==> src/verilog/bit_test_skip_consts.svh <==
// constants for the bit test and skip execution block
`ifndef BIT_TEST_SKIP_CONSTS_SVH
`define BIT_TEST_SKIP_CONSTS_SVH
`define BTS_OPC_NIBBLE 4'h9
`define BTS_OPC_MSB 15
`define BTS_OPC_LSB 12
`define BTS_POL_BIT 11
`define BTS_POL_WHEN_ZERO 1'h1
`define BTS_SEL_MSB 10
`define BTS_SEL_LSB 8
`define BTS_ADDR_MSB 7
`define BTS_PHASE_Q1 2'h0
`define BTS_PHASE_Q2 2'h1
`define BTS_PHASE_Q3 2'h2
`define BTS_PHASE_Q4 2'h3
`define BTS_PHASE_COUNT 4
`endif

==> src/verilog/bit_test_skip_pkg.sv <==
// types for the bit test and skip execution block
package bit_test_skip_pkg;
  typedef enum logic [1:0] {
    EXEC_IDLE,
    EXEC_TEST,
    EXEC_FORCED_NOP
  } exec_type;

  typedef struct packed {
    exec_type st;
    logic when_one;
    logic [2:0] bit_sel;
    logic [7:0] mem_addr;
    logic mem_rd;
    logic discard;
    logic forced_nop;
    logic nop_pending;
    logic wr_inhibit;
  } state_type;
endpackage

==> src/verilog/q_phase_gen.sv <==
// four phase generator dividing each instruction cycle
`include "bit_test_skip_consts.svh"
module q_phase_gen #(
  parameter int PHASES = `BTS_PHASE_COUNT
) (
  // clock and reset
  input wire logic sys_clk_i,
  input wire logic rstn_i,
  // phase
  output logic [1:0] phase_o
);
  initial begin
    if (PHASES != 4) $error("q_phase_gen serves exactly four phases");
  end

  logic [1:0] phase_d;
  logic [1:0] phase_q;

  always_comb begin
    phase_d = phase_q + 2'h1;
  end

  always_ff @(posedge sys_clk_i or negedge rstn_i) begin
    if (!rstn_i) begin
      phase_q <= `BTS_PHASE_Q1;
    end else begin
      phase_q <= phase_d;
    end
  end

  assign phase_o = phase_q;
endmodule

==> src/verilog/bit_test_skip_exec.sv <==
// execution of the two bit test and skip instructions
`include "bit_test_skip_consts.svh"
// Summary of operation
// - skip next instruction when tested bit zero
// - skip next instruction when tested bit one
// - taken skip discards prefetch, costs two cycles
// - freed cycle runs forced nop, changes nothing
// - eight-bit address, three-bit bit index decoded
module bit_test_skip_exec #(
  parameter int DATA_W = 8,
  parameter int INSTR_W = 16
) (
  // clock and reset
  input wire logic sys_clk_i,
  input wire logic rstn_i,
  // prefetched instruction from fetch stage
  input wire logic [INSTR_W-1:0] instr_word_i,
  input wire logic instr_valid_i,
  // data memory read path
  output logic mem_rd_o,
  output logic [7:0] mem_addr_o,
  input wire logic [DATA_W-1:0] mem_rdata_i,
  // fetch pipeline control
  output logic discard_o,
  output logic forced_nop_o,
  output logic wr_inhibit_o,
  output logic [1:0] phase_o
);
  initial begin
    if (DATA_W != 8) $error("data width must be 8");
    if (INSTR_W != 16) $error("instruction width must be 16");
  end

  // ************************************************
  // phase sequencing
  // ************************************************
  logic [1:0] phase;

  q_phase_gen #(
    .PHASES(`BTS_PHASE_COUNT)
  ) u_phase (
    .sys_clk_i(sys_clk_i),
    .rstn_i(rstn_i),
    .phase_o(phase)
  );

  // ************************************************
  // instruction cycle state
  // ************************************************
  bit_test_skip_pkg::state_type s_q;
  bit_test_skip_pkg::state_type s_d;
  logic is_test;
  logic tested_bit;

  // opcode match ignores the polarity bit; both forms share the nibble
  assign is_test = instr_valid_i &&
    (instr_word_i[`BTS_OPC_MSB:`BTS_OPC_LSB] == `BTS_OPC_NIBBLE);
  assign tested_bit = mem_rdata_i[s_q.bit_sel];

  always_comb begin
    s_d = s_q;
    s_d.mem_rd = 1'h0;
    s_d.discard = 1'h0;
    case (phase)
      `BTS_PHASE_Q1: begin
        // prefetched word is held off when a skip was taken
        if (s_q.nop_pending) begin
          s_d.st = bit_test_skip_pkg::EXEC_FORCED_NOP;
          s_d.forced_nop = 1'h1;
          s_d.wr_inhibit = 1'h1;
          s_d.nop_pending = 1'h0;
        end else if (is_test) begin
          s_d.st = bit_test_skip_pkg::EXEC_TEST;
          s_d.forced_nop = 1'h0;
          s_d.when_one = (instr_word_i[`BTS_POL_BIT] != `BTS_POL_WHEN_ZERO);
          s_d.bit_sel = instr_word_i[`BTS_SEL_MSB:`BTS_SEL_LSB];
          s_d.mem_addr = instr_word_i[`BTS_ADDR_MSB:0];
          s_d.mem_rd = 1'h1;
          s_d.wr_inhibit = 1'h1;
        end else begin
          s_d.st = bit_test_skip_pkg::EXEC_IDLE;
          s_d.forced_nop = 1'h0;
          s_d.wr_inhibit = 1'h0;
        end
      end
      `BTS_PHASE_Q3: begin
        // data arrives one clock after the read strobe
        if (s_q.st == bit_test_skip_pkg::EXEC_TEST && tested_bit == s_q.when_one) begin
          s_d.discard = 1'h1;
          s_d.nop_pending = 1'h1;
        end
      end
      default: begin
      end
    endcase
  end

  always_ff @(posedge sys_clk_i or negedge rstn_i) begin
    if (!rstn_i) begin
      s_q <= '0;
    end else begin
      s_q <= s_d;
    end
  end

  // ************************************************
  // outputs
  // ************************************************
  logic [1:0] phase_q;

  always_ff @(posedge sys_clk_i or negedge rstn_i) begin
    if (!rstn_i) begin
      phase_q <= `BTS_PHASE_Q4;
    end else begin
      phase_q <= phase;
    end
  end

  assign mem_rd_o = s_q.mem_rd;
  assign mem_addr_o = s_q.mem_addr;
  assign discard_o = s_q.discard;
  assign forced_nop_o = s_q.forced_nop;
  assign wr_inhibit_o = s_q.wr_inhibit;
  assign phase_o = phase_q;
endmodule

==> config.mk <==
export PLATFORM = sky130hd
export DESIGN_NAME = bit_test_skip_exec
export DESIGN_NICKNAME = d
export VERILOG_FILES = /design/src/verilog/bit_test_skip_pkg.sv /design/src/verilog/q_phase_gen.sv /design/src/verilog/bit_test_skip_exec.sv
export VERILOG_INCLUDE_DIRS = /design/src /design/src/verilog
export SDC_FILE = /design/constraint.sdc
export NUM_CORES = 1
export LEC_CHECK = 0
export BUFFER_PORTS_ARGS = -buffer_cell sky130_fd_sc_hd__buf_2
export CAP_MARGIN = 20
export CORE_MARGIN = 2
export CORE_UTILIZATION = 40
export CTS_BUF_LIST = sky130_fd_sc_hd__clkbuf_4
export CTS_CLUSTER_DIAMETER = 120
export DETAILED_ROUTE_END_ITERATION = 12
export PLACE_DENSITY_LB_ADDON = 0.05
export SKIP_LAST_GASP = 1
export SLEW_MARGIN = 5
export SYNTH_ARGS = -nofsm -noshare
export SYNTH_HDL_FRONTEND = slang
export SYNTH_SLANG_ARGS = --single-unit
==> constraint.sdc <==
create_clock -name sys_clk_i -period 2.3 [get_ports sys_clk_i]
set_clock_uncertainty 0.1 [all_clocks]
set_input_delay 0.23 -clock sys_clk_i [delete_from_list [all_inputs] [get_ports sys_clk_i]]
set_output_delay 0.23 -clock sys_clk_i [all_outputs]
set_load 0.05 [all_outputs]
==> run_results.csv <==
group,metric,value,unit
sta,drv_slew,0,
worst_setup_path,path_buf_inv,1,
detailed_routing,drtPass1Iterations,4,
synth,synth-compound-area-share,2.353,%
worst_setup_path,worstReg2RegEnd,"mem_addr_o[1]$_DFFE_PN0P_",
status,status,"finished clean",
detailed_routing,wl,1571,µm
worst_hold_path,hp-start,"instr_word_i[3]",
sta,max_freq,549.9,MHz
place,io_buffer_count,40,
clocking,cts_buffers,3,
sta,max_slew_margin,68.43,%
worst_setup_path,rr_startpoint,"u_phase.phase_o[0]$_DFF_PN0_",
sta,rsz0062_at_grt,"no",
grt,grt_pass1_vias,629,
power,p_per_area,633.2,nW/µm²
detailed_routing,ant_nets,0,
grt,antenna_found_initial,0,
clocking,cts_tree,"done",
power,p_leak,0.6295,nW
sta,hold_viol,0,
synth,syn_inst,69,
clocking,cts-root-buf,"clkbuf_4",
sta,period_needed,1819,ps
detailed_routing,post_drt_wl_per_cell,11.81,µm
synth,yosys_register_bits,22,
detailed_routing,routed-wl-met3,107,µm
synth,synth_fa_ha_area_share,2.614,%
synth,synth_top_family_by_area,"multiplexers",
worst_setup_path,arrival,1910,ps
worst_setup_path,path_cells,"inv_1 -> ha_1 -> nand3_1 -> nor2_4 -> mux2_2",
finish,drive_above_1_share,56.19,%
sta,fin_setup_tns,0,ps
floorplan,io_pins,41,
sta,period_share,79.07,%
synth,yosysSeqAreaShare,57.78,%
worst_setup_path,ff2ff_path_depth,5,
detailed_routing,drt-vias-per-instance,4.714,
synth,yosys.area_share.simple,5.229,%
detailed_routing,route.vias.total,627,
detailed_routing,top_layer,"met4",
worst_hold_path,min_path_type,"input pin to flip-flop",
run,cap_violations,0,
grt,grtUsageTotal,13.41,%
synth,yosysWarnings,0,
synth,synth_nets,98,
worst_setup_path,cp-end-kind,"flip-flop",
worst_hold_path,holdPathStages,2,
synth,ys_types,18,
detailed_routing,route.met2.wl,830,µm
clocking,clk_pin_slew_worst_paths,110,ps
synth,synth-xor-area-share,0.9150,%
finish,n_antenna_cell,0,
finish,area_growth_syn_to_layout,20.78,%
floorplan,core,2233,µm²
finish,fillers,223,
worst_setup_path,critPathTopFamily,"simple AND/OR/NAND/NOR gates",
clocking,htreeDepth,1,
sta,tightest_slew,473.5,ps
worst_setup_path,rrSetupSlack,480,ps
worst_setup_path,crit_type,"flip-flop to flip-flop",
grt,grt_pass1_wl,2635,µm
worst_hold_path,holdPathEnd,"mem_addr_o[3]$_DFFE_PN0P_",
detailed_routing,drc,0,
power,vdd_drop_max,0.0003297,V
worst_setup_path,slowest_delay,400,ps
sta,setup_viol,0,
worst_setup_path,startpoint_type,"flip-flop",
clocking,clock_latency,300,ps
clocking,cts.sinks,22,
grt,grt-ovfl-total,0,
floorplan,fp.dieW,52.92,µm
place,gp_congestion,0.6880,
sta,fin_hold_ws,52.46,ps
synth,synth_area,957.2,µm²
floorplan,die_h,52.92,µm
detailed_routing,met1_length,620,µm
worst_setup_path,crit_fanout,14,
finish,fin_nets,135,
floorplan,dieArea,2800,µm²
clocking,cts_resized,0,
worst_setup_path,crit_required,2390,ps
floorplan,rows,17,
synth,yosys-mux-area-fraction,20.52,%
place,dpl.hpwl,1148,µm
floorplan,initial_core_util,42.86,%
clocking,clockBufferDepth,2,
grt,grt_max_degree,23,
detailed_routing,drt_iter0_drc,3,
worst_setup_path,worst_path_max_delay_cell,"dfrtp_1",
synth,postSynthAreaPerCell,13.87,µm²
==> registers in the layout, summed over array words and instances (netlist names) <==
register	count
mem_addr_o	8
phase_o	2
u_phase.phase_o	2
s_q	7
discard_o	1
mem_rd_o	1
wr_inhibit_o	1
==> layout by cell type, fill, tap and decap left out <==
cell type,count
buf_2,40
dfrtp_1,20
mux2_2,11
inv_1,5
mux2i_1,5
nand3_1,3
clkbuf_4,3
nand2_1,2
o21ai_0,2
ha_1,2
dlygate4sd3_1,2
dfstp_2,2
and4bb_2,1
nor2_4,1
mux4_2,1
xnor2_1,1
nor2_1,1
a21o_1,1
o21ai_1,1
clkinv_1,1
==> worst max-delay path by stage <==
stage / from / to / slack (ps) / depth (start not counted)
after floorplan: u_phase.phase_o[0]$_DFF_PN0_ / mem_addr_o[2]$_DFFE_PN0P_ / 680 / 6
after global placement: u_phase.phase_o[0]$_DFF_PN0_ / s_q[14]$_DFFE_PN0P_ / 540 / 5
after detailed placement: u_phase.phase_o[0]$_DFF_PN0_ / mem_addr_o[1]$_DFFE_PN0P_ / 440 / 5
after CTS: u_phase.phase_o[0]$_DFF_PN0_ / mem_addr_o[1]$_DFFE_PN0P_ / 410 / 5
after global routing: u_phase.phase_o[0]$_DFF_PN0_ / s_q[14]$_DFFE_PN0P_ / 300 / 5
final: u_phase.phase_o[0]$_DFF_PN0_ / mem_addr_o[1]$_DFFE_PN0P_ / 480 / 5
==> synth_stat cells, drive strengths merged <==
cell type	number	share of area [%]
inv	5	2.0
buf	10	8.6
mux2	11	13
dfrtp	20	52
o21ai	3	1.6
nor2	2	1.6
mux2i	5	5.2
a21o	1	0.78
ha	2	2.6
dfstp	2	5.5
and4bb	1	1.3
mux4	1	2.4
xnor2	1	0.92
nand3	3	1.6
nand2	2	0.78
==> per-stage QoR <==
stage | cells | setup slack [ps] | power [mW] | instance area [µm²] | utilization, %
after floorplan | 69 | 683.0 | 0.5441 | 957.2 | -
after global placement | 127 | 539.4 | 0.5660 | 1110 | 49.69
after detailed placement | 127 | 444.5 | 0.5685 | 1110 | 49.69
after CTS | 133 | 408.6 | 0.7470 | 1156 | 51.76
after global routing | 133 | 303.6 | 0.7681 | 1156 | 51.76
final | 133 | 481.4 | 0.7321 | 1156 | 51.76
==> report_power, final <==
part           internal (mW)  total (mW)  switching [mW]  leakage, nW
Sequential             0.409       0.423          0.0139        0.285
Clock                 0.0631       0.169           0.106       0.0154
Combinational         0.0562       0.140          0.0840        0.329
==> per-layer routing <==
metal | GRT usage, % | vias up
met1 | 13.76 | 310
met4 | 7.692 | 0
met2 | 25.00 | 20
met5 | 0 | -
met3 | 2.542 | 2
li1 | - | 295
==> what timing repair did <==
| action | 4_1_cts | 5_1_grt |
|---|---|---|
| setup buffers | 0 | 0 |
| hold buffers | 2 | 0 |
| endpoints found under the hold margin | 21 | 0 |
==> logic make-up (layout without fill, tap and decap cells) <==
logic type                 after synthesis  in the layout
xor gates and xnor gates                 1              1
adders and majority gates                2              2
AOI/OAI and AO/OA                        4              4
buffers and inverters                   15             51
DFF                                     22             22
muxes                                   17             17
and+or+nand+nor                          8              8
==> layout make-up <==
class	count	area, µm²	area share [%]
Clock buffer	3	22.52	1.948
Tap cell	28	35.03	3.030
Clock inverter	1	3.754	0.3247
Multi-Input combinational cell	32	302.8	26.19
Sequential cell	22	553.0	47.84
Inverter	5	18.77	1.623
Timing Repair Buffer	42	220.2	19.05
==> worst reg2reg max path, delay by kind of cell (launching register included) <==
family                     cells  cell delay, ps
adders and majority gates      1             210
and+or+nand+nor                2             510
DFF                            1             400
buffers and inverters          1             100
muxes                          1             390
Note: power is estimated with default switching activity, not from simulation.
